File: config.mk
export PLATFORM = sky130hd
export DESIGN_NAME = usbh_top
export DESIGN_NICKNAME = d
export VERILOG_FILES = /design/src/design/usbh_top.v
export VERILOG_INCLUDE_DIRS = /design/src /design/src/include
export SDC_FILE = /design/constraint.sdc
export NUM_CORES = 1
export LEC_CHECK = 0
export ABC_CLOCK_PERIOD_IN_PS = 2500
export BUFFER_PORTS_ARGS = -buffer_cell sky130_fd_sc_hd__buf_4
export CORE_MARGIN = 3
export CORE_UTILIZATION = 40
export DETAILED_ROUTE_END_ITERATION = 6
export GPL_TIMING_DRIVEN = 0
export SYNTH_ARGS = -nofsm -noshare
export SYNTH_HDL_FRONTEND = slang
export SYNTH_SLANG_ARGS = --single-unit
File: constraint.sdc
create_clock -name aclk -period 2.5 [get_ports aclk]
set_input_delay 0.375 -clock aclk [delete_from_list [all_inputs] [get_ports aclk]]
set_output_delay 0.375 -clock aclk [all_outputs]
set_load 0.1 [all_outputs]
File: src/include/usbh_defs.vh
// Constants for the serial transceiver with break, handshake and smart-card modes
`ifndef USBH_DEFS_VH
`define USBH_DEFS_VH
`define USBH_A_CTRL       5'h00
`define USBH_A_MODE       5'h04
`define USBH_A_STATUS     5'h08
`define USBH_A_RXHOLD     5'h0c
`define USBH_A_TXHOLD     5'h10
`define USBH_A_BAUD       5'h14
`define USBH_A_GUARD      5'h18
`define USBH_A_ERRCNT     5'h1c
`define USBH_C_RXEN       0
`define USBH_C_RXDIS      1
`define USBH_C_TXEN       2
`define USBH_C_TXDIS      3
`define USBH_C_CLRSTA     4
`define USBH_C_STTBK      5
`define USBH_C_STPBK      6
`define USBH_C_CLRNACK    7
`define USBH_C_BUFNEW     8
`define USBH_M_MODE_HI    3
`define USBH_M_MODE_LO    0
`define USBH_M_PARODD     4
`define USBH_M_MSB_FIRST_SELECT       5
`define USBH_M_STOP2      6
`define USBH_M_NACK_INHIBIT      7
`define USBH_M_SYNC       8
`define USBH_MODE_NORMAL  4'h0
`define USBH_MODE_HSHAKE  4'h2
`define USBH_MODE_T0      4'h4
`define USBH_MODE_T1      4'h5
`define USBH_S_RX_CHAR_READY      0
`define USBH_S_TX_HOLDING_FREE      1
`define USBH_S_RX_BREAK_FLAG      2
`define USBH_S_FRAME      3
`define USBH_S_PARITY_ERROR_FLAG       4
`define USBH_S_TX_ALL_EMPTY    5
`define USBH_S_NACKI      6
`define USBH_S_CTS        7
`define USBH_S_RXFULL     8
`define USBH_BAUD_RST     16'h000a
`define USBH_BRK_GAP      8'h0c
`define USBH_ERR_MAX      8'hff
`define USBH_OS_LAST      4'hf
`define USBH_OS_MID       4'h7
`define USBH_OS_ENDBRK    4'h1
`define USBH_RESP_OK      2'h0
`define USBH_RESP_ERR     2'h2
`endif

File: src/design/usbh_top.v
// Serial transceiver: break, hardware handshake, smart-card T=0/T=1, AXI4-Lite registers
// Overview of operation
// - Break holds line low one character minimum
// - Further start-break ignored until break and its idle gap end
// - Early stop-break still completes full character
// - Break commands need holding free; clear status
// - Lone stop ignored; pending-break writes dropped
// - After break, idle 12 bits or timeguard
// - All-zero frame sets break flag, not framing
// - Line high 2/16 bit ends break (any high at once with sync bit set), flags
// - Handshake mode 0x2, otherwise normal behaviour
// - Request-to-send high: rx disabled and full
// - Clear-to-send high holds next character
// - Modes 0x4 and 0x5 select smart card
// - Card clock out; data pin driven only transmitting
// - Smart card: 8 bits, parity odd or even per mode bit
// - T=0: guard time two bits, undriven
// - Parity error: T=0 NACK state, pin not driven; drop character
// - Error count to 255, clear on read
// - Inhibit NACK: flag, store, no ready
//
// The register offsets and the AXI4-Lite slave port were left to the implementer.
`include "usbh_defs.vh"
module usbh_top #(
    parameter BAUD_W = 16
) (
    input  wire        aclk,
    input  wire        aresetn,
    input  wire [4:0]  s_axi_awaddr,
    input  wire        s_axi_awvalid,
    output reg         s_axi_awready,
    input  wire [31:0] s_axi_wdata,
    input  wire [3:0]  s_axi_wstrb,
    input  wire        s_axi_wvalid,
    output reg         s_axi_wready,
    output reg  [1:0]  s_axi_bresp,
    output reg         s_axi_bvalid,
    input  wire        s_axi_bready,
    input  wire [4:0]  s_axi_araddr,
    input  wire        s_axi_arvalid,
    output reg         s_axi_arready,
    output reg  [31:0] s_axi_rdata,
    output reg  [1:0]  s_axi_rresp,
    output reg         s_axi_rvalid,
    input  wire        s_axi_rready,
    input  wire        txd_in,
    output reg         txd_out,
    output reg         txd_oe_n,
    input  wire        rxd,
    input  wire        cts,
    output reg         rts,
    output reg         sck,
    input  wire        dma_rx_full
);
    // Registers
    reg [8:0]        mode_reg;
    reg [BAUD_W-1:0] baud_div;
    reg [7:0]        guard_time;
    reg [7:0]        error_count_field;
    reg [7:0]        tx_holding_reg;
    reg [7:0]        rx_holding_reg;
    reg              tx_hold_full;
    reg              rx_en;
    reg              tx_en;
    reg              rx_char_ready;
    reg              rx_break_flag;
    reg              frame_err;
    reg              parity_error_flag;
    reg              nack_flag;
    reg              rx_buffer_full;
    // Pin synchronisers
    reg [2:0] rx_sy;
    reg [2:0] cts_sy;
    reg       rx_line;
    reg       cts_line;
    // Bus slave
    reg        aw_hold;
    reg        w_hold;
    reg [4:0]  aw_addr;
    reg [31:0] w_data;
    wire       wr_go = aw_hold & w_hold & ~s_axi_bvalid;
    wire       rd_go = s_axi_arvalid & s_axi_arready;
    wire [3:0] op_mode = mode_reg[`USBH_M_MODE_HI:`USBH_M_MODE_LO];
    wire       card = (op_mode == `USBH_MODE_T0) | (op_mode == `USBH_MODE_T1);
    wire       t0 = (op_mode == `USBH_MODE_T0);
    wire       hshake = (op_mode == `USBH_MODE_HSHAKE);
    wire       cwr = wr_go & (aw_addr == `USBH_A_CTRL) & s_axi_wstrb[0];
    wire       cwr1 = wr_go & (aw_addr == `USBH_A_CTRL) & s_axi_wstrb[1];
    wire       thr_wr = wr_go & (aw_addr == `USBH_A_TXHOLD) & s_axi_wstrb[0];
    wire       ner_rd = rd_go & (s_axi_araddr == `USBH_A_ERRCNT);
    wire       clr_sta = cwr & w_data[`USBH_C_CLRSTA];
    // Bit clock: 16 ticks per bit
    reg [BAUD_W-1:0] bdiv;
    wire tick = (bdiv == {BAUD_W{1'b0}});
    always @(posedge aclk) begin
        if (!aresetn) begin
            bdiv <= {BAUD_W{1'b0}};
            sck  <= 1'b0;
        end else begin
            bdiv <= tick ? baud_div : bdiv - 1'b1;
            if (tick)
                sck <= card ? ~sck : 1'b0;
        end
    end
    always @(posedge aclk) begin
        if (!aresetn) begin
            rx_sy    <= 3'b111;
            cts_sy   <= 3'b000;
            rx_line  <= 1'b1;
            cts_line <= 1'b0;
        end else begin
            rx_sy  <= {rx_sy[1:0], card ? txd_in : rxd};
            cts_sy <= {cts_sy[1:0], cts};
            if (rx_sy[1] == rx_sy[2])
                rx_line <= rx_sy[2];
            if (cts_sy[1] == cts_sy[2])
                cts_line <= cts_sy[2];
        end
    end
    // Transmitter
    localparam TX_IDLE = 3'd0, TX_SHIFT = 3'd1, TX_BRK = 3'd2, TX_GAP = 3'd3, TX_WAIT = 3'd4;
    reg [2:0]  tx_st;
    reg [3:0]  tx_os;
    reg [3:0]  tx_bit;
    reg [11:0] tx_sr;
    reg [7:0]  tx_gapcnt;
    reg        brk_pend;
    reg        brk_stop;
    reg        brk_min;
    wire       tx_busy = (tx_st != TX_IDLE);
    wire       tx_all_empty = ~tx_busy & ~tx_hold_full;
    wire       tx_holding_free = ~tx_hold_full & ~brk_pend;
    wire       bit_end = tick & (tx_os == `USBH_OS_LAST);
    wire [7:0] gap_len = (guard_time > `USBH_BRK_GAP) ? guard_time : `USBH_BRK_GAP;
    wire [3:0] tx_nbits = card ? (t0 ? 4'd12 : (mode_reg[`USBH_M_STOP2] ? 4'd12 : 4'd11))
                               : (mode_reg[`USBH_M_STOP2] ? 4'd12 : 4'd11);
    wire       stt_ok = cwr & w_data[`USBH_C_STTBK] & tx_holding_free & ~brk_pend
                        & (tx_st != TX_BRK) & (tx_st != TX_GAP);
    function [7:0] usbh_order;
        input [7:0] d;
        input       msb;
        integer     i;
        begin
            for (i = 0; i < 8; i = i + 1)
                usbh_order[i] = msb ? d[7-i] : d[i];
        end
    endfunction
    function usbh_par;
        input [7:0] d;
        input       odd;
        begin
            usbh_par = ^d ^ odd;
        end
    endfunction
    always @(posedge aclk) begin
        if (!aresetn) begin
            tx_st     <= TX_IDLE;
            tx_os     <= 4'h0;
            tx_bit    <= 4'h0;
            tx_sr     <= 12'hfff;
            tx_gapcnt <= 8'h00;
            brk_pend  <= 1'b0;
            brk_stop  <= 1'b0;
            brk_min   <= 1'b0;
            txd_out   <= 1'b1;
            txd_oe_n  <= 1'b1;
            tx_hold_full   <= 1'b0;
            tx_holding_reg <= 8'h00;
        end else begin
            if (stt_ok)
                brk_pend <= 1'b1;
            if (cwr & w_data[`USBH_C_STPBK] & (brk_pend | tx_st == TX_BRK) & tx_holding_free)
                brk_stop <= 1'b1;
            if (thr_wr & ~brk_pend & ~tx_hold_full) begin
                tx_holding_reg <= s_axi_wdata[7:0];
                tx_hold_full   <= 1'b1;
            end
            if (tick)
                tx_os <= tx_os + 1'b1;
            case (tx_st)
                TX_IDLE: begin
                    txd_out  <= 1'b1;
                    txd_oe_n <= card;
                    if (bit_end & tx_en) begin
                        if (brk_pend) begin
                            tx_st    <= TX_BRK;
                            brk_pend <= 1'b0;
                            brk_min  <= 1'b0;
                            tx_bit   <= 4'h0;
                        end else if (tx_hold_full & ~(hshake & cts_line)) begin
                            tx_sr  <= {2'b11, usbh_par(tx_holding_reg, mode_reg[`USBH_M_PARODD]),
                                       usbh_order(tx_holding_reg, mode_reg[`USBH_M_MSB_FIRST_SELECT]), 1'b0};
                            tx_hold_full <= 1'b0;
                            tx_bit <= 4'h0;
                            tx_st  <= TX_SHIFT;
                        end
                    end
                end
                TX_SHIFT: begin
                    txd_out  <= tx_sr[0];
                    txd_oe_n <= card & (tx_bit > 4'd9);
                    if (bit_end) begin
                        tx_sr  <= {1'b1, tx_sr[11:1]};
                        tx_bit <= tx_bit + 1'b1;
                        if (tx_bit == tx_nbits - 1'b1) begin
                            tx_gapcnt <= guard_time;
                            tx_st     <= (guard_time != 8'h00) ? TX_WAIT : TX_IDLE;
                        end
                    end
                end
                TX_WAIT: begin
                    txd_out  <= 1'b1;
                    txd_oe_n <= card;
                    if (bit_end) begin
                        tx_gapcnt <= tx_gapcnt - 1'b1;
                        if (tx_gapcnt == 8'h01)
                            tx_st <= TX_IDLE;
                    end
                end
                TX_BRK: begin
                    txd_out  <= 1'b0;
                    txd_oe_n <= 1'b0;
                    if (bit_end) begin
                        if (tx_bit == tx_nbits - 1'b1)
                            brk_min <= 1'b1;
                        else
                            tx_bit <= tx_bit + 1'b1;
                    end
                    if (brk_min & brk_stop & bit_end) begin
                        brk_stop  <= 1'b0;
                        tx_gapcnt <= gap_len;
                        tx_st     <= TX_GAP;
                    end
                end
                TX_GAP: begin
                    txd_out  <= 1'b1;
                    txd_oe_n <= card;
                    if (bit_end) begin
                        tx_gapcnt <= tx_gapcnt - 1'b1;
                        if (tx_gapcnt == 8'h01)
                            tx_st <= TX_IDLE;
                    end
                end
                default: tx_st <= TX_IDLE;
            endcase
        end
    end
    // Receiver
    localparam RX_IDLE = 3'd0, RX_BITS = 3'd1, RX_NACK = 3'd2, RX_BRKW = 3'd3;
    reg [2:0]  rx_st;
    reg [3:0]  rx_os;
    reg [3:0]  rx_bit;
    reg [10:0] rx_sr;
    reg        rx_hicnt_ok;
    wire       rx_mid = tick & (rx_os == `USBH_OS_MID);
    wire       rx_bend = tick & (rx_os == `USBH_OS_LAST);
    wire [7:0] rx_data = usbh_order(rx_sr[9:2], mode_reg[`USBH_M_MSB_FIRST_SELECT]);
    wire       rx_perr = (rx_sr[10] != usbh_par(rx_data, mode_reg[`USBH_M_PARODD]));
    wire       rx_zero = (rx_sr[10:2] == 9'h000) & ~rx_line;
    reg        ev_brk;
    reg        ev_pe;
    reg        ev_fe;
    reg        ev_rdy;
    reg        ev_nacki;
    reg        rx_nack_drv;
    always @(posedge aclk) begin
        if (!aresetn) begin
            rx_st <= RX_IDLE;
            rx_os <= 4'h0;
            rx_bit <= 4'h0;
            rx_sr <= 11'h000;
            rx_hicnt_ok <= 1'b0;
            ev_brk <= 1'b0;
            ev_pe <= 1'b0;
            ev_fe <= 1'b0;
            ev_rdy <= 1'b0;
            ev_nacki <= 1'b0;
            rx_nack_drv <= 1'b0;
            rx_holding_reg <= 8'h00;
        end else begin
            ev_brk <= 1'b0;
            ev_pe <= 1'b0;
            ev_fe <= 1'b0;
            ev_rdy <= 1'b0;
            ev_nacki <= 1'b0;
            if (tick)
                rx_os <= rx_os + 1'b1;
            case (rx_st)
                RX_IDLE: begin
                    rx_nack_drv <= 1'b0;
                    if (rx_en & ~rx_line & tick) begin
                        rx_os  <= 4'h1;
                        rx_bit <= 4'h0;
                        rx_st  <= RX_BITS;
                    end
                end
                RX_BITS: if (rx_mid) begin
                    rx_sr  <= {rx_line, rx_sr[10:1]};
                    rx_bit <= rx_bit + 1'b1;
                    if (rx_bit == 4'd10) begin
                        if (rx_zero) begin
                            ev_brk <= 1'b1;
                            rx_hicnt_ok <= 1'b0;
                            rx_st <= RX_BRKW;
                        end else if (card & rx_perr) begin
                            ev_pe <= 1'b1;
                            if (mode_reg[`USBH_M_NACK_INHIBIT]) begin
                                ev_nacki <= 1'b1;
                                rx_holding_reg <= rx_data;
                                rx_st <= RX_IDLE;
                            end else begin
                                rx_nack_drv <= t0;
                                rx_st <= t0 ? RX_NACK : RX_IDLE;
                            end
                        end else begin
                            ev_pe <= rx_perr;
                            ev_fe <= ~rx_line;
                            ev_rdy <= 1'b1;
                            rx_holding_reg <= rx_data;
                            rx_st <= RX_IDLE;
                        end
                    end
                end
                RX_NACK: if (rx_bend) begin
                    rx_nack_drv <= 1'b0;
                    rx_st <= RX_IDLE;
                end
                RX_BRKW: begin
                    if (~rx_line)
                        rx_hicnt_ok <= 1'b0;
                    if (rx_line & (mode_reg[`USBH_M_SYNC] | (tick & rx_hicnt_ok))) begin
                        ev_brk <= 1'b1;
                        rx_st  <= RX_IDLE;
                    end else if (rx_line & tick)
                        rx_hicnt_ok <= 1'b1;
                end
                default: rx_st <= RX_IDLE;
            endcase
        end
    end
    // Status, control, error counter
    always @(posedge aclk) begin
        if (!aresetn) begin
            rx_en <= 1'b0;
            tx_en <= 1'b0;
            rx_char_ready <= 1'b0;
            rx_break_flag <= 1'b0;
            frame_err <= 1'b0;
            parity_error_flag <= 1'b0;
            nack_flag <= 1'b0;
            rx_buffer_full <= 1'b0;
            error_count_field <= 8'h00;
            rts <= 1'b0;
        end else begin
            if (cwr & w_data[`USBH_C_RXEN])
                rx_en <= 1'b1;
            if (cwr & w_data[`USBH_C_RXDIS])
                rx_en <= 1'b0;
            if (cwr & w_data[`USBH_C_TXEN])
                tx_en <= 1'b1;
            if (cwr & w_data[`USBH_C_TXDIS])
                tx_en <= 1'b0;
            if (clr_sta) begin
                rx_break_flag <= 1'b0;
                frame_err <= 1'b0;
                parity_error_flag <= 1'b0;
            end
            if (ev_brk)
                rx_break_flag <= 1'b1;
            if (ev_fe)
                frame_err <= 1'b1;
            if (ev_pe)
                parity_error_flag <= 1'b1;
            if (cwr & w_data[`USBH_C_CLRNACK])
                nack_flag <= 1'b0;
            if (ev_nacki)
                nack_flag <= 1'b1;
            if (rd_go & (s_axi_araddr == `USBH_A_RXHOLD))
                rx_char_ready <= 1'b0;
            if (ev_rdy)
                rx_char_ready <= 1'b1;
            if (cwr1 & w_data[`USBH_C_BUFNEW])
                rx_buffer_full <= 1'b0;
            if (dma_rx_full)
                rx_buffer_full <= 1'b1;
            if (ner_rd)
                error_count_field <= 8'h00;
            if (ev_pe | ev_fe) begin
                if (ner_rd | error_count_field != `USBH_ERR_MAX)
                    error_count_field <= (ner_rd ? 8'h00 : error_count_field) + 8'h01;
            end
            rts <= hshake & ~rx_en & rx_buffer_full;
        end
    end
    // AXI4-Lite slave
    wire [31:0] status_reg = {23'h000000, rx_buffer_full, cts_line, nack_flag, tx_all_empty,
                              parity_error_flag, frame_err, rx_break_flag, tx_holding_free,
                              rx_char_ready};
    always @(posedge aclk) begin
        if (!aresetn) begin
            s_axi_awready <= 1'b1;
            s_axi_wready  <= 1'b1;
            s_axi_bvalid  <= 1'b0;
            s_axi_bresp   <= `USBH_RESP_OK;
            s_axi_arready <= 1'b1;
            s_axi_rvalid  <= 1'b0;
            s_axi_rresp   <= `USBH_RESP_OK;
            s_axi_rdata   <= 32'h0000_0000;
            aw_hold <= 1'b0;
            w_hold  <= 1'b0;
            aw_addr <= 5'h00;
            w_data  <= 32'h0000_0000;
            mode_reg   <= 9'h000;
            baud_div   <= `USBH_BAUD_RST;
            guard_time <= 8'h00;
        end else begin
            if (s_axi_awvalid & s_axi_awready) begin
                aw_hold <= 1'b1;
                aw_addr <= s_axi_awaddr;
                s_axi_awready <= 1'b0;
            end
            if (s_axi_wvalid & s_axi_wready) begin
                w_hold <= 1'b1;
                w_data <= s_axi_wdata;
                s_axi_wready <= 1'b0;
            end
            if (wr_go) begin
                aw_hold <= 1'b0;
                w_hold  <= 1'b0;
                s_axi_bvalid <= 1'b1;
                s_axi_bresp  <= (aw_addr[1:0] != 2'b00 || aw_addr > `USBH_A_ERRCNT)
                                ? `USBH_RESP_ERR : `USBH_RESP_OK;
                if (aw_addr == `USBH_A_MODE) begin
                    if (s_axi_wstrb[0])
                        mode_reg[7:0] <= w_data[7:0];
                    if (s_axi_wstrb[1])
                        mode_reg[8] <= w_data[8];
                end
                if (aw_addr == `USBH_A_BAUD) begin
                    if (s_axi_wstrb[0])
                        baud_div[7:0] <= w_data[7:0];
                    if (s_axi_wstrb[1])
                        baud_div[BAUD_W-1:8] <= w_data[BAUD_W-1:8];
                end
                if (aw_addr == `USBH_A_GUARD && s_axi_wstrb[0])
                    guard_time <= w_data[7:0];
            end
            if (s_axi_bvalid & s_axi_bready) begin
                s_axi_bvalid  <= 1'b0;
                s_axi_awready <= 1'b1;
                s_axi_wready  <= 1'b1;
            end
            if (rd_go) begin
                s_axi_arready <= 1'b0;
                s_axi_rvalid  <= 1'b1;
                s_axi_rresp   <= `USBH_RESP_OK;
                case (s_axi_araddr)
                    `USBH_A_MODE:   s_axi_rdata <= {23'h000000, mode_reg};
                    `USBH_A_STATUS: s_axi_rdata <= status_reg;
                    `USBH_A_RXHOLD: s_axi_rdata <= {24'h000000, rx_holding_reg};
                    `USBH_A_BAUD:   s_axi_rdata <= {{(32-BAUD_W){1'b0}}, baud_div};
                    `USBH_A_GUARD:  s_axi_rdata <= {24'h000000, guard_time};
                    `USBH_A_ERRCNT: s_axi_rdata <= {24'h000000, error_count_field};
                    `USBH_A_CTRL,
                    `USBH_A_TXHOLD: s_axi_rdata <= 32'h0000_0000;
                    default: begin
                        s_axi_rdata <= 32'h0000_0000;
                        s_axi_rresp <= `USBH_RESP_ERR;
                    end
                endcase
            end
            if (s_axi_rvalid & s_axi_rready) begin
                s_axi_rvalid  <= 1'b0;
                s_axi_arready <= 1'b1;
            end
        end
    end
endmodule

After elaboration in Yosys (flattened, before gate mapping)
Cells that the tools add are included.
Widths: inputs -> output; s select.

operators by class
  $add $sub $neg = 8
  order comparisons = 3
  equal/unequal tests = 53
  multiplexer cells = 118
  bitwise operators = 72
  reduce and logical (&&, ||, !) cells = 52

operators by type and width
  cell                   count
  $pmux 16 s6            1
  $mux 8                 10
  $mux 1                 57
  $mux 4                 13
  $and 1x1->1            51
  $mux 3                 17
  $mux 12                4
  $eq 5x5->1 const B     7
  $ne 2x2->1 const B     15
  $reduce_and 5->1       5
  $pmux 12 s2            1
  $pmux 3 s4             2
  $pmux 8 s3             1
  $reduce_bool 2->1      11
  $add 4x1->4 const B    4
  $logic_not 16->1       1
  $mux 16                1
  $reduce_xor 8->1       2
  $sub 16x1->16 const B  1
  $reduce_and 3->1       5
  $not 1->1              14
  $eq 3x2->1 const B     4
  $eq 4x3->1 const B     3
  $eq 4x4->1 const B     3
  other kinds (42)       73

word-level totals
  flip-flop bits (word level) = 220
  output and inout port bits = 45

Logic depth before layout (Yosys ltp)
  word-level depth = 13
  gate-level depth with buffers = 9

Least setup slack after synthesis
OpenSTA, ideal clock, no wires.

  path kind = register to register
  start point = register s_axi_bvalid
  end point = register tx_holding_reg[0]
  library setup time = 0.128 ns
  arrival = 2.300 ns
  slack = 0.072 ns
  stages on the path, launching flop included = 7
  path buffers = 1
  path through = dfxtp_1 -> nand3b_1 -> or2_2 -> clkbuf_1 -> nor4_4 -> mux2i_1 -> nor2_1

between the ends
  longest elaborated chain between the ends = 6

ends and longest elaborated chain
  item                       RTL line        source
  from (decl)                usbh_top.v:37   output reg s_axi_bvalid,
  from (signal assigned)     usbh_top.v:403  s_axi_bvalid <= 1'b0;
  from (signal assigned)     usbh_top.v:430  s_axi_bvalid <= 1'b1;
  from (signal assigned)     usbh_top.v:449  s_axi_bvalid <= 1'b0;
  $not 1->1                  usbh_top.v:81   wire wr_go = aw_hold & w_hold & ~s_axi_bvalid;
  $and 1x1->1                usbh_top.v:81
  $and 1x1->1 (2 in series)  usbh_top.v:89   wire thr_wr = wr_go & (aw_addr == `USBH_A_TXHOLD) & s_axi_wstrb[0];
  $and 1x1->1 (2 in series)  usbh_top.v:174  if (thr_wr & ~brk_pend & ~tx_hold_full) begin
  to (signal assigned)       usbh_top.v:175  tx_holding_reg <= s_axi_wdata[7:0];
  to (decl)                  usbh_top.v:60   reg [7:0] tx_holding_reg;

Every way passes these cells.
A chain may end at the register's enable or synchronous reset.

Worst setup path after layout
  start point = register bdiv[2]
  end point = register tx_sr[0]

between the ends
  longest elaborated chain between the ends = 5
  elaborated cells on any way between the ends = 6
  those cells by class = eq/ne (2); bitwise (2); reduce/logical (2)

ends and longest elaborated chain
  item                            RTL line        source
  from (decl)                     usbh_top.v:93   reg [BAUD_W-1:0] bdiv;
  from (signal assigned)          usbh_top.v:97   bdiv <= {BAUD_W{1'b0}};
  from (signal assigned)          usbh_top.v:100  bdiv <= tick ? baud_div : bdiv - 1'b1;
  $logic_not 16->1 (*)            usbh_top.v:94   wire tick = (bdiv == {BAUD_W{1'b0}});
  $and 1x1->1 (*)                 usbh_top.v:133  wire bit_end = tick & (tx_os == `USBH_OS_LAST);
  $and 1x1->1                     usbh_top.v:184  if (bit_end & tx_en) begin
  $ne 2x2->1 (no line)            -
  $reduce_and 5->1 (no line) (*)  -
  to (signal assigned)            usbh_top.v:191  tx_sr <= {2'b11, usbh_par(tx_holding_reg, mode_reg[`USBH_M_PARODD]),
  to (signal assigned)            usbh_top.v:203  tx_sr <= {1'b1, tx_sr[11:1]};
  to (decl)                       usbh_top.v:125  reg [11:0] tx_sr;

Every way passes the cells marked *; elsewhere a longest branch is shown, timed or not.

==> impl_metrics.toml <==
[run_status]
outcome = "finished clean"

[power]
p_sw_share_pct = 30.7
p_comb_share_pct = 18.1
leakage_uw = 0.00408
power_frac_seq_pct = 45.6
power.switching_uw = 2320
ir_drop_mv = 0.496
power.internal_uw = 5230
clkPwrFrac_pct = 36.3
p_per_area_nw_per_um2 = 698

[worst_setup_path]
crit_path_start_kind = "flip-flop"
crit_family = "simple AND/OR/NAND/NOR gates"
crit_cells = 8
slowest_stage = "or3_4"
critPathKind = "flip-flop to flip-flop"
path_buf_inv = 2
slowest_delay_ns = 0.46
path_cells = "nor3_4 > nand3b_2 > or3_4 > or4_1 > buf_6 > buf_8 > nand2_1 > nand3_1"
crit_arrival_ns = 2.68
crit_fanout = 10
critPathCaptureType = "flip-flop"
reg2regPathDepth = 8
required_ns = 2.78

[place]
postPlaceCellArea_um2 = 10100
place.gp.congestion = 0.900
preCtsSetupSlack_ns = -0.0743
portBuffers = 63
hpwl_um = 19500
place_inst = 1423

[cts]
postCtsHoldBufs = 0
cts_buffer_depth = 2
cts_made_buffers = 17
numClockSinks = 197
cts_root_buf = "clkbuf_16"
clock_latency_ns = 0.43
cts_tree = "done"
path_clk_slew_ns = 0.07
htreeDepth = 4

[floorplanning]
io_pins = 102
dieWidth_um = 158
rows = 54
die_area_um2 = 24900
start_util_pct = 41.5
dieHeight_um = 158
core_region_area_um2 = 22200

[finish]
fin_nets = 1233
fill_cells = 2182
drive_gt1_share_pct = 14.6
final_area_um2 = 10800
syn2layout_area_growth_pct = 17.3
final_core_util_pct = 48.6
fin_cells = 1459

[logic_synthesis]
synth_top_cell_area_share_pct = 42.8
async_flop_share_pct = 0
synth_top_flop_cell = "dfxtp_1"
synth_area_um2 = 9220
ys_seq_area_share_pct = 42.8
ys_types = 80
avgSynthCellArea_um2 = 8.67
synth_area_leaders = "dfxtp_1 (43%), mux2i_1 (8.8%), nor2_1 (6.0%), nand2_1 (5.2%), a21oi_1 (4.3%)"
yosys_warnings = 0
ys_seq_elements = 197
synthCells = 1063
synth_edf_count = 0
yosys.area.top_type = "dfxtp_1"

[global_route]
grt_usage_pct = 21.0
grt_pass1_vias = 7145
overflow = 0
antenna_found_initial = 1
grt_pass1_wl_um = 40300
grt_start_max_net_pins = 18

[route]
drc = 0
drt_iter0_markers = 599
postRouteAntennaNets = 0
wl_per_cell_um = 18.0
vias = 7881
drt_wl_total_um = 26300
via_per_inst = 5.40
drt_first_pass_iters = 5

[run]
drv_cap = 0

[sta]
fin_crit_sh_pct = 96.1
fmax_mhz = 416
relSlewSlack_pct = 29.6
period_needed_ns = 2.40
fin_skew_ns = 0.00993
slew_viol_final = 0
fin_ws_ns = 0.0982
worst_pin_slew_ns = 1.05
finalSetupViolCount = 0
finalHoldViolCount = 0

[hold_path]
min_path_cells = 2
min_path_type = "primary input to flip-flop"
==> path summary, 6_finish.rpt <==
path	from	endpoint	slack (ns)
worst min register to register	rx_sy[0]$_SDFF_PN1_	rx_sy[1]$_SDFF_PN1_	0.41
worst min-delay path	s_axi_wvalid	s_axi_wready$_SDFFE_PP1P_	0.14
worst max register to register	bdiv[2]$_SDFF_PN0_	tx_sr[0]$_SDFFE_PN1P_	0.1
worst max-delay path	bdiv[2]$_SDFF_PN0_	tx_sr[0]$_SDFFE_PN1P_	0.1
==> synthesized netlist by cell type (4+ instances only) <==
master	count
nand4_1	9
a211oi_1	19
nor2_1	147
nor3_2	4
o21ai_0	30
a31o_2	4
a31oi_1	6
nand3b_1	5
nor3_1	19
nand2_1	128
nor4_1	11
buf_1	8
o211ai_2	9
and3_1	9
and2_1	19
mux2i_1	81
or3_1	9
clkbuf_1	46
nand3_1	29
o22ai_1	8
a311oi_1	4
a221oi_1	7
xor2_1	17
nor2b_1	4
nand2b_1	5
buf_4	18
xnor2_1	21
ha_1	11
inv_1	18
dfxtp_1	197
a21oi_1	79
==> per-stage QoR <==
step | TNS (ns) | power, µW | hold WS, ns
final | 0 | 7540 | 0.139
after global routing | -0.00382 | 7860 | 0.134
after CTS | 0 | 7540 | 0.128
after detailed placement | -0.493 | 4780 | 0.396
after global placement | -0.315 | 4770 | 0.402
after floorplan | 0 | 4400 | 0.386
==> layer usage <==
layer	vias to the layer above	wire length, µm	GRT usage (%)
li1	3915	-	-
met1	3727	12700	30.4
met2	211	11500	31.8
met3	28	1670	4.18
met4	0	396	5.87
met5	-	0	0
==> repair_timing <==
item / in CTS / in global routing
gates cloned: 0 / 1
gates resized for setup: 4 / 22
setup buffers: 0 / 2
setup endpoints to repair: 20 / 33
pin swaps: 0 / 7
==> cells in the final DEF, fill, tap and decap left out, types with 8 or more instances in the layout <==
cell / Yosys / final
and2_1: 19 / 19
nor3_1: 19 / 19
xnor2_1: 21 / 21
buf_4: 18 / 83
nand3_1: 29 / 28
a211oi_1: 19 / 19
a21oi_1: 79 / 79
nand2_1: 128 / 127
clkbuf_16: 0 / 17
mux2i_1: 81 / 81
clkbuf_1: 46 / 42
inv_1: 18 / 18
nand4_1: 9 / 9
ha_1: 11 / 11
o22ai_1: 8 / 8
o211ai_2: 9 / 9
dfxtp_1: 197 / 195
o21ai_0: 30 / 30
conb_1: 1 / 18
nor2_1: 147 / 147
and3_1: 9 / 9
xor2_1: 17 / 17
nor4_1: 11 / 10
or3_1: 9 / 8
==> cell type report <==
class / instances / area, µm² / share of cell area [%]
Inverter: 18 / 67.6 / 0.625
Clock buffer: 17 / 425 / 3.93
Antenna cell: 1 / 2.50 / 0.0231
Tap cell: 280 / 350 / 3.24
Sequential cell: 197 / 3950 / 36.5
Buffer: 79 / 410 / 3.80
Clock inverter: 15 / 154 / 1.42
Timing Repair Buffer: 66 / 505 / 4.67
Multi-Input combinational cell: 786 / 4950 / 45.8
==> kinds of logic (layout without fill, tap and decap cells) <==
logic type      Yosys count  in the layout  share of synthesized area (%)
other cells               1             19                         0.0407
compound gates          209            209                           15.5
flops                   197            197                           42.8
buf+inv                  97            195                           5.09
mux                      82             82                           8.92
fa+ha+maj                11             11                           1.49
simple gates            427            427                           22.3
xor+xnor                 39             39                           3.85
==> power groups by stage <==
stage	sequential [µW]	clock, µW	combinational (µW)
detailed placement	3490	0	1290
global placement	3490	0	1280
finish	3440	2740	1370
global route	3460	2910	1490
floorplan	3520	0	888
CTS	3420	2790	1320
Note: power is estimated with default switching activity, not from simulation.
